## config.mk

```make
export PLATFORM = sky130hd
export DESIGN_NAME = spwc_top
export DESIGN_NICKNAME = d
export VERILOG_FILES = /design/src/rtl/spwc_pkg.sv /design/src/rtl/spwc_top.sv
export SDC_FILE = /design/constraint.sdc
export NUM_CORES = 1
export LEC_CHECK = 0
export ABC_AREA = 1
export BUFFER_PORTS_ARGS = -buffer_cell sky130_fd_sc_hd__buf_2
export CAP_MARGIN = 10
export CORE_MARGIN = 8
export CORE_UTILIZATION = 59
export DETAILED_ROUTE_END_ITERATION = 6
export PLACE_DENSITY_LB_ADDON = 0.3
export SETUP_SLACK_MARGIN = 0.2
export SLEW_MARGIN = 20
export SYNTH_ARGS = -nofsm -noshare
export SYNTH_HDL_FRONTEND = slang
export SYNTH_SLANG_ARGS = --single-unit
```

## constraint.sdc

```tcl
create_clock -name i_clk -period 2.4 [get_ports i_clk]
set_input_delay 0.36 -clock i_clk [delete_from_list [all_inputs] [get_ports i_clk]]
set_output_delay 0.36 -clock i_clk [all_outputs]
set_load 0.03 [all_outputs]
```

## src/rtl/spwc_pkg.sv

```systemverilog
/*
 * Package for the system power and watchdog control block: sleep states,
 * power control requests, watchdog actions, timing constants and register map.
 * Assumes a 125 MHz management clock.
 */
package spwc_pkg;
	localparam int CLK_HZ = 125_000_000;
	// Power LED blink rate and half period (50% duty)
	localparam int BLINK_HZ = 1;
	localparam int BLINK_HALF_CYC = CLK_HZ / (2 * BLINK_HZ);
	// Quiet period after which the self-reset count clears
	localparam longint QUIET_MIN = 30;
	localparam longint QUIET_CYC = QUIET_MIN * 60 * CLK_HZ;
	localparam int SELF_RESET_MAX = 3;

	// Register offsets (byte addresses)
	localparam logic [7:0] REG_CTRL = 8'h00;
	localparam logic [7:0] REG_STATUS = 8'h04;
	localparam logic [7:0] REG_WDT_LOAD = 8'h08;
	localparam logic [7:0] REG_WDT_COUNT = 8'h0C;
	localparam logic [7:0] REG_CMD = 8'h10;
	localparam logic [7:0] REG_EVENT = 8'h14;

	// Control register fields
	localparam int CTRL_RETAIN_BIT = 0;
	localparam int CTRL_WDT_EN_BIT = 1;
	localparam int CTRL_WDT_LOG_BIT = 2;
	localparam int CTRL_WDT_USE_LSB = 4;
	localparam int CTRL_WDT_ACT_LSB = 8;
	localparam int CTRL_WORKSTATION_BIT = 12;
	localparam logic [31:0] CTRL_RESET = 32'h0000_0000;

	// Command register codes
	localparam logic [1:0] CMD_ON = 2'h1;
	localparam logic [1:0] CMD_OFF = 2'h2;
	localparam logic [1:0] CMD_CYCLE = 2'h3;

	// Event register bits (write one to clear)
	localparam int EV_WDT_EXPIRED_BIT = 0;
	localparam int EV_BOOT_TIMEOUT_BIT = 1;
	localparam int EV_SELF_RESET_BIT = 2;

	// Host watchdog timer use codes
	localparam logic [2:0] WDT_USE_BOOT_PROGRESS = 3'h1;

	// Host watchdog timeout actions
	localparam logic [1:0] WDT_ACT_NONE = 2'h0;
	localparam logic [1:0] WDT_ACT_HARD_RESET = 2'h1;
	localparam logic [1:0] WDT_ACT_OFF = 2'h2;
	localparam logic [1:0] WDT_ACT_CYCLE = 2'h3;

	localparam int CYCLE_OFF_CYC = 125;
	localparam int SYS_RESET_CYC = 16;

	typedef enum logic [1:0] {
		SPWC_S0 = 2'b00,
		SPWC_S1 = 2'b01,
		SPWC_S3 = 2'b10,
		SPWC_S5 = 2'b11
	} spwc_sleep_t;

	typedef enum logic [1:0] {
		SPWC_PWR_OFF = 2'b00,
		SPWC_PWR_ON = 2'b01,
		SPWC_PWR_CYCLE = 2'b10
	} spwc_pwr_t;
endpackage

```

## src/rtl/spwc_top.sv

```systemverilog
/*
 * System power and watchdog control: sleep state tracking, power control
 * sources, host watchdog with boot-progress use, and the controller
 * self-watchdog retry limiter.
 * Assumes inputs synchronous to i_clk and debounced one-cycle button pulses.
 */
`timescale 1ns/1ps
module spwc_top #(
	parameter longint QUIET_CYC = spwc_pkg::QUIET_CYC,
	parameter int BLINK_HALF_CYC = spwc_pkg::BLINK_HALF_CYC
) (
	input wire logic i_clk,
	input wire logic i_rst_n,
	input wire logic [7:0] i_addr,
	input wire logic [31:0] i_wdata,
	input wire logic i_wr,
	input wire logic i_rd,
	output logic [31:0] o_rdata,
	input wire logic i_power_button,
	input wire logic i_reset_button,
	input wire logic i_nmi_button,
	input wire logic i_identify_button,
	input wire logic i_button_lock,
	input wire logic i_sleep_s1_enter,
	input wire logic i_sleep_s1_exit,
	input wire logic i_sleep_s3_enter,
	input wire logic i_chipset_power_on,
	input wire logic i_mains_restored,
	input wire logic i_self_wdt_reset,
	input wire logic i_self_reset_done,
	input wire logic i_system_reset,
	output logic o_power_on,
	output logic o_sys_reset,
	output logic o_nmi,
	output logic o_identify_toggle,
	output logic o_power_led,
	output logic o_status_degraded,
	output logic o_fans_run,
	output logic o_stay_loader,
	output logic o_log_self_reset
);
	typedef struct packed {
		spwc_pkg::spwc_sleep_t sleep;
		logic power;
		logic chip_prev;
		logic [31:0] ctrl;
		logic [31:0] wdt_load;
		logic [31:0] wdt_count;
		logic [2:0] events;
		logic [31:0] rdata;
		logic [31:0] blink_cnt;
		logic led;
		logic [7:0] cycle_cnt;
		logic [7:0] rst_cnt;
		logic [1:0] self_cnt;
		logic [63:0] quiet_cnt;
		logic log_pending;
		logic log_pulse;
		logic degraded;
		logic nmi;
		logic ident;
	} spwc_state_t;

	spwc_state_t cur;
	spwc_state_t next_st;

	function automatic logic btn_ok(input spwc_pkg::spwc_sleep_t s, input logic lock);
		// Lockout applies only in S0
		btn_ok = (s != spwc_pkg::SPWC_S0) || !lock;
	endfunction

	function automatic spwc_pkg::spwc_pwr_t wdt_req(input logic [1:0] act);
		// Expiry never maps to power-on
		wdt_req = (act == spwc_pkg::WDT_ACT_CYCLE) ? spwc_pkg::SPWC_PWR_CYCLE
			: spwc_pkg::SPWC_PWR_OFF;
	endfunction

	logic wdt_expire;
	logic boot_use;
	logic [1:0] wdt_act;
	logic cmd_wr;
	logic wdt_load_wr;

	always_comb
	begin
		next_st = cur;
		next_st.log_pulse = 1'b0;
		next_st.nmi = 1'b0;
		next_st.ident = 1'b0;
		boot_use = (cur.ctrl[spwc_pkg::CTRL_WDT_USE_LSB +: 3] == spwc_pkg::WDT_USE_BOOT_PROGRESS);
		wdt_act = cur.ctrl[spwc_pkg::CTRL_WDT_ACT_LSB +: 2];
		cmd_wr = i_wr && (i_addr == spwc_pkg::REG_CMD);
		wdt_load_wr = i_wr && (i_addr == spwc_pkg::REG_WDT_LOAD);
		wdt_expire = 1'b0;

		// Register writes
		if (i_wr)
		begin
			case (i_addr)
				spwc_pkg::REG_CTRL: next_st.ctrl = i_wdata;
				spwc_pkg::REG_WDT_LOAD:
				begin
					next_st.wdt_load = i_wdata;
					next_st.wdt_count = i_wdata;
				end
				spwc_pkg::REG_EVENT: next_st.events = cur.events & ~i_wdata[2:0];
				default: ;
			endcase
		end

		// Host watchdog, halted in S1; a reload wins over the tick
		if (cur.ctrl[spwc_pkg::CTRL_WDT_EN_BIT] && cur.power && cur.sleep != spwc_pkg::SPWC_S1
			&& cur.wdt_count != 32'h0000_0000 && !wdt_load_wr)
		begin
			next_st.wdt_count = cur.wdt_count - 32'h0000_0001;
			wdt_expire = (cur.wdt_count == 32'h0000_0001);
		end

		// Sleep states; S1 left only by host notification or by power off
		if (cur.power)
		begin
			if (cur.sleep == spwc_pkg::SPWC_S0 && i_sleep_s1_enter)
				next_st.sleep = spwc_pkg::SPWC_S1;
			else if (cur.sleep == spwc_pkg::SPWC_S0 && i_sleep_s3_enter
				&& cur.ctrl[spwc_pkg::CTRL_WORKSTATION_BIT])
				next_st.sleep = spwc_pkg::SPWC_S3;
			else if (cur.sleep != spwc_pkg::SPWC_S0 && i_sleep_s1_exit)
				next_st.sleep = spwc_pkg::SPWC_S0;
		end

		// Power control sources
		if (cur.cycle_cnt != 8'h00)
		begin
			next_st.cycle_cnt = cur.cycle_cnt - 8'h01;
			if (cur.cycle_cnt == 8'h01)
				next_st.power = 1'b1;
		end
		else if (wdt_expire && boot_use)
		begin
			next_st.rst_cnt = 8'(spwc_pkg::SYS_RESET_CYC);
		end
		else if (wdt_expire && wdt_act != spwc_pkg::WDT_ACT_NONE)
		begin
			if (wdt_act == spwc_pkg::WDT_ACT_HARD_RESET)
				next_st.rst_cnt = 8'(spwc_pkg::SYS_RESET_CYC);
			else if (wdt_req(wdt_act) == spwc_pkg::SPWC_PWR_CYCLE)
			begin
				next_st.power = 1'b0;
				next_st.cycle_cnt = 8'(spwc_pkg::CYCLE_OFF_CYC);
			end
			else
				next_st.power = 1'b0;
		end
		else if (cmd_wr && i_wdata[1:0] == spwc_pkg::CMD_ON)
			next_st.power = 1'b1;
		else if (cmd_wr && i_wdata[1:0] == spwc_pkg::CMD_OFF)
			next_st.power = 1'b0;
		else if (cmd_wr && i_wdata[1:0] == spwc_pkg::CMD_CYCLE)
		begin
			next_st.power = 1'b0;
			next_st.cycle_cnt = 8'(spwc_pkg::CYCLE_OFF_CYC);
		end
		else if (i_power_button && btn_ok(cur.sleep, i_button_lock))
			next_st.power = !cur.power;
		else if (i_chipset_power_on != cur.chip_prev)
			next_st.power = i_chipset_power_on;
		else if (i_mains_restored && cur.ctrl[spwc_pkg::CTRL_RETAIN_BIT])
			next_st.power = 1'b1;
		next_st.chip_prev = i_chipset_power_on;

		if (!next_st.power)
		begin
			next_st.sleep = spwc_pkg::SPWC_S5;
			next_st.wdt_count = 32'h0000_0000;
		end
		else if (!cur.power)
			next_st.sleep = spwc_pkg::SPWC_S0;

		// Expiry flags for next boot; no LED effect
		if (wdt_expire)
		begin
			next_st.events[spwc_pkg::EV_WDT_EXPIRED_BIT] = 1'b1;
			if (boot_use && cur.ctrl[spwc_pkg::CTRL_WDT_LOG_BIT])
				next_st.events[spwc_pkg::EV_BOOT_TIMEOUT_BIT] = 1'b1;
		end

		// Other buttons
		if (i_reset_button && cur.power && btn_ok(cur.sleep, i_button_lock))
			next_st.rst_cnt = 8'(spwc_pkg::SYS_RESET_CYC);
		if (i_nmi_button && cur.power && btn_ok(cur.sleep, i_button_lock))
			next_st.nmi = 1'b1;
		if (i_identify_button && btn_ok(cur.sleep, i_button_lock))
			next_st.ident = 1'b1;
		if (cur.rst_cnt != 8'h00 && next_st.rst_cnt == cur.rst_cnt)
			next_st.rst_cnt = cur.rst_cnt - 8'h01;

		// Power LED: steady in S0, 1 Hz blink in S1
		if (cur.sleep == spwc_pkg::SPWC_S1)
		begin
			if (cur.blink_cnt >= 32'(BLINK_HALF_CYC - 1))
			begin
				next_st.blink_cnt = 32'h0000_0000;
				next_st.led = !cur.led;
			end
			else
				next_st.blink_cnt = cur.blink_cnt + 32'h0000_0001;
		end
		else
		begin
			next_st.blink_cnt = 32'h0000_0000;
			next_st.led = cur.power && cur.sleep == spwc_pkg::SPWC_S0;
		end

		// Controller self-watchdog limiter
		if (i_self_wdt_reset)
		begin
			next_st.quiet_cnt = 64'h0;
			if (cur.self_cnt != 2'(spwc_pkg::SELF_RESET_MAX))
				next_st.self_cnt = cur.self_cnt + 2'h1;
			next_st.log_pending = 1'b1;
			next_st.degraded = 1'b1;
		end
		else if (cur.quiet_cnt > 64'(QUIET_CYC))
		begin
			next_st.self_cnt = 2'h0;
			next_st.quiet_cnt = 64'h0;
		end
		else
			next_st.quiet_cnt = cur.quiet_cnt + 64'h1;
		if (cur.log_pending && i_self_reset_done && !i_self_wdt_reset)
		begin
			next_st.log_pending = 1'b0;
			next_st.log_pulse = 1'b1;
			next_st.events[spwc_pkg::EV_SELF_RESET_BIT] = 1'b1;
		end
		if ((i_system_reset || (cur.power && !next_st.power)) && !i_self_wdt_reset)
			next_st.degraded = 1'b0;

		// Read data, valid the cycle after the strobe
		next_st.rdata = 32'h0000_0000;
		if (i_rd)
		begin
			case (i_addr)
				spwc_pkg::REG_CTRL: next_st.rdata = cur.ctrl;
				spwc_pkg::REG_STATUS: next_st.rdata = {24'h0, cur.degraded, cur.self_cnt,
					cur.power, cur.sleep, 2'h0};
				spwc_pkg::REG_WDT_LOAD: next_st.rdata = cur.wdt_load;
				spwc_pkg::REG_WDT_COUNT: next_st.rdata = cur.wdt_count;
				spwc_pkg::REG_EVENT: next_st.rdata = {29'h0, cur.events};
				default: next_st.rdata = 32'h0000_0000;
			endcase
		end
	end

	always_ff @(posedge i_clk or negedge i_rst_n)
	begin
		if (!i_rst_n)
		begin
			cur <= '0;
			cur.sleep <= spwc_pkg::SPWC_S5;
			cur.ctrl <= spwc_pkg::CTRL_RESET;
		end
		else
			cur <= next_st;
	end

	always_ff @(posedge i_clk or negedge i_rst_n)
	begin
		if (!i_rst_n)
		begin
			o_rdata <= 32'h0000_0000;
			o_power_on <= 1'b0;
			o_sys_reset <= 1'b0;
			o_nmi <= 1'b0;
			o_identify_toggle <= 1'b0;
			o_power_led <= 1'b0;
			o_status_degraded <= 1'b0;
			o_fans_run <= 1'b0;
			o_stay_loader <= 1'b0;
			o_log_self_reset <= 1'b0;
		end
		else
		begin
			o_rdata <= next_st.rdata;
			o_power_on <= next_st.power;
			o_sys_reset <= next_st.rst_cnt != 8'h00;
			o_nmi <= next_st.nmi;
			o_identify_toggle <= next_st.ident;
			o_power_led <= next_st.led;
			o_status_degraded <= next_st.degraded;
			o_fans_run <= next_st.power && next_st.sleep == spwc_pkg::SPWC_S0;
			o_stay_loader <= next_st.self_cnt == 2'(spwc_pkg::SELF_RESET_MAX);
			o_log_self_reset <= next_st.log_pulse;
		end
	end
endmodule

```

==> results.toml <==
[cells_and_area]
fin_cells = 2033
fin_util = 0.750
nets = 1803
drive_above_1_share = 0.198
fin_area_mm2 = 0.0158
syn_to_final_growth_pct = 24.7
fillers = 1477

[drt]
drtPass1Iterations = 7
vias = 11586
drt_iter0_drc = 1206
top_layer = "met4"
wl_met1_mm = 13.8
via_per_inst = 5.70
drc_errors = 0
avgRoutedWirePerCell_um = 17.5
dr_wl_met2_mm = 17.1
wl_mm = 35.6
dr_wl_met3_mm = 2.92
ant_nets = 0

[run_status]
status = "complete, but fails checks"
failed_checks = "negative setup slack"

[critical_path]
critPathRequiredTime_ns = 2.88
cp-start-kind = "register"
worstSetupEndpoint = "cur[181]"
crit_start = "cur[156]"
crit_type = "reg2reg"
r2r-start = "cur[156]"
r2r_setup_slack_ns = -0.01
crit_path_cell_trace = "inv_2, ha_4, nand2_4, nor2_4, buf_4, buf_4, nand4_1, nor2_2, nand2_1, xor2_1, o21ai_1, nand3_1, nand2_1"
critPathMaxStageDelay_ns = 0.39
cp-end-kind = "register"
path_buf_inv = 3
arrival_ns = 2.89
path_max_fanout = 4
ff2ff_path_depth = 13
path_depth = 13
rr_endpoint = "cur[181]"
crit_family = "simple AND/OR/NAND/NOR gates"
slowest_stage = "dfrtp_1"

[placed_design]
postPlaceCellArea_mm2 = 0.0138
dp_slack_ns = 0.0388
gp_congestion = 0.932
portBuffers = 97
hpwl_mm = 22.9
post-place-cells = 1936

[clock_network]
cts-htree-levels = 1
cts_tree = "built"
cts_root_buffer = "clkbuf_16"
clkTransAtPathRegs_ns = 0.06
insertion_delay_ns = 0.54
clock-sinks = 258
numCtsBuffers = 28
cts_buffer_depth = 3

[sta]
post-route-min-period_ns = 2.41
rsz0062_at_grt = "yes"
setup_ws_ns = -0.0131
slew_headroom = 0.634
fin_worst_skew_ns = 0.00939
slew_viol_final = 0
hold_viol = 0
max_freq_mhz = 414
setup_violations = 1
tightest_slew_ns = 0.548
fin_crit_sh = 1.01

[min_path]
holdCritPathClass = "in2reg"

[synthesis]
synth_top_area_share = 0.507
syn_inst = 1536
ys_types = 53
yosysSeqAreaShare = 0.511
synth_top_flop_cell = "dfrtp_1"
synth_area_per_cell_um2 = 8.23
synth_area_leaders = "dfrtp_1 (51%), nand2_1 (9.7%), inv_1 (5.6%)"
synth_area_mm2 = 0.0126
ys_ff_latch = 258
ys_warn_count = 0
synth_area_leader_cell = "dfrtp_1"
synth-edff-count = 0
async_flop_share = 1.00

[floorplanning]
ioPinCount = 98
dieArea_mm2 = 0.0264
coreArea_mm2 = 0.0210
initial_core_util = 0.601
die_h_um = 162
die_w_um = 162
rows = 53

[power]
leakage_nw = 7.80
powerDensity_mw_per_mm2 = 838
ir_worst_vdd_mv = 0.683
p_total_mw = 13.2

[global_routing]
grt_pass1_wl_mm = 54.3
grt_max_degree = 74
grt_pass1_vias = 10969
overflow = 0
antenna_found_initial = 0
grt_usage = 0.252

[flow_run]
drv_cap = 0
[area by class of cell]
| class | count | area, um^2 | share of cell area |
|---|---|---|---|
| inverter | 201 | 759 | 0.0482 |
| multi-input combinational | 1058 | 5670 | 0.360 |
| clock inverter | 11 | 195 | 0.0124 |
| sequential | 258 | 6470 | 0.411 |
| antenna | 1 | 2.50 | 0.000159 |
| tap | 275 | 344 | 0.0218 |
| clock buffer | 40 | 817 | 0.0518 |
| timing repair buffer | 189 | 1500 | 0.0949 |
[worst reg2reg max path, cell delays in order, from the launching register on]
cell     delay [ns]
dfrtp_1        0.39
inv_2          0.13
ha_4           0.17
nand2_4        0.06
nor2_4         0.15
buf_4          0.14
buf_4          0.12
nand4_1        0.27
nor2_2         0.29
nand2_1        0.13
xor2_1         0.18
o21ai_1        0.17
nand3_1        0.10
nand2_1        0.07
[cell usage in the layout, fill, tap and decap left out, types with 13 or more instances in the layout]
cell       count
dfrtp_1      244
inv_1        186
xor2_1        45
o21ai_0      111
nor3b_1       13
nor3_1        45
conb_1        32
nand3_1       99
buf_2         96
nor2_4        21
nand3_2       13
nand3b_1      14
buf_12        13
clkbuf_16     33
nor2_1       149
buf_4         68
o22ai_1       19
nand2_1      315
a21oi_1       30
nand4_1       27
[sequential cells by signal, summed over array words and instances, names as in the netlist]
register           cells
o_rdata               32
cur                  217
o_status_degraded      1
o_power_on             1
o_sys_reset            1
o_identify_toggle      1
o_fans_run             1
o_log_self_reset       1
o_nmi                  1
o_power_led            1
o_stay_loader          1
[layer usage]
layer | vias up | global-route usage
met5 | - | 0
met4 | 0 | 0.101
met2 | 561 | 0.417
met1 | 5498 | 0.328
met3 | 149 | 0.0377
li1 | 5378 | -
[where the power goes]
part,switching (mW),internal (mW),total (mW)
registers,0.425,4.80,5.22
clock network,1.76,2.91,4.67
logic,2.07,1.25,3.31
[through the flow]
stage / hold slack [ns] / TNS, ns
2_1_floorplan: 0.0644 / 0
3_3_place_gp: 0.306 / 0
3_5_place_dp: 0.304 / 0
4_1_cts: 0.0100 / 0
5_1_grt: 0.0234 / -0.159
6_report: 0.0352 / -0.0131
[what timing repair did]
item	in CTS	in global routing
pin swaps	7	40
hold endpoints to repair	48	0
resized for setup	37	75
buffers inserted	15	21
hold buffers	2	0
gates cloned	3	4
setup endpoints to repair	38	78
[synthesized netlist by cell type (3+ instances only)]
master and number:
o221ai_1 9, nor2_1 169, a22oi_1 3, nand3_1 113, inv_1 190, nand2_2 6, nor4_1 10, nor3_1 50
o211ai_1 5, nand3b_1 14, ha_1 10, o21ai_1 6, nand2_1 325, xnor2_1 7, nand4_1 27, or2_2 3
a31oi_1 3, nor2_2 9, a21oi_1 30, nor2_4 4, a221oi_1 6, inv_2 10, buf_2 10, nor3b_1 13
buf_1 4, a22o_1 3, o21ai_0 112, nor3_2 3, xor2_1 45, o22ai_1 19, o21a_1 3, clkbuf_1 32
dfrtp_1 256
[cell families after synthesis]
group,Yosys count,share of synthesized area
AOI/OAI and AO/OA,208,0.0945
adders and majority gates,10,0.00990
and+or+nand+nor,756,0.269
DFF,258,0.511
buffers and inverters,251,0.0796
xor gates and xnor gates,52,0.0360
other,1,0.000297
[worst min path at each step]
stage | cells after the start | end | from | slack (ns)
3_3_place_gp | 1 | cur[29] | i_rst_n | 0.31
2_1_floorplan | 0 | cur[100] | i_rst_n | 0.06
5_1_grt | 2 | cur[4] | i_self_reset_done | 0.02
3_5_place_dp | 1 | cur[31] | i_rst_n | 0.30
4_1_cts | 2 | cur[4] | i_self_reset_done | 0.01
6_report | 3 | o_identify_toggle | i_identify_button | 0.04
Note: power is estimated with default switching activity, not from simulation.
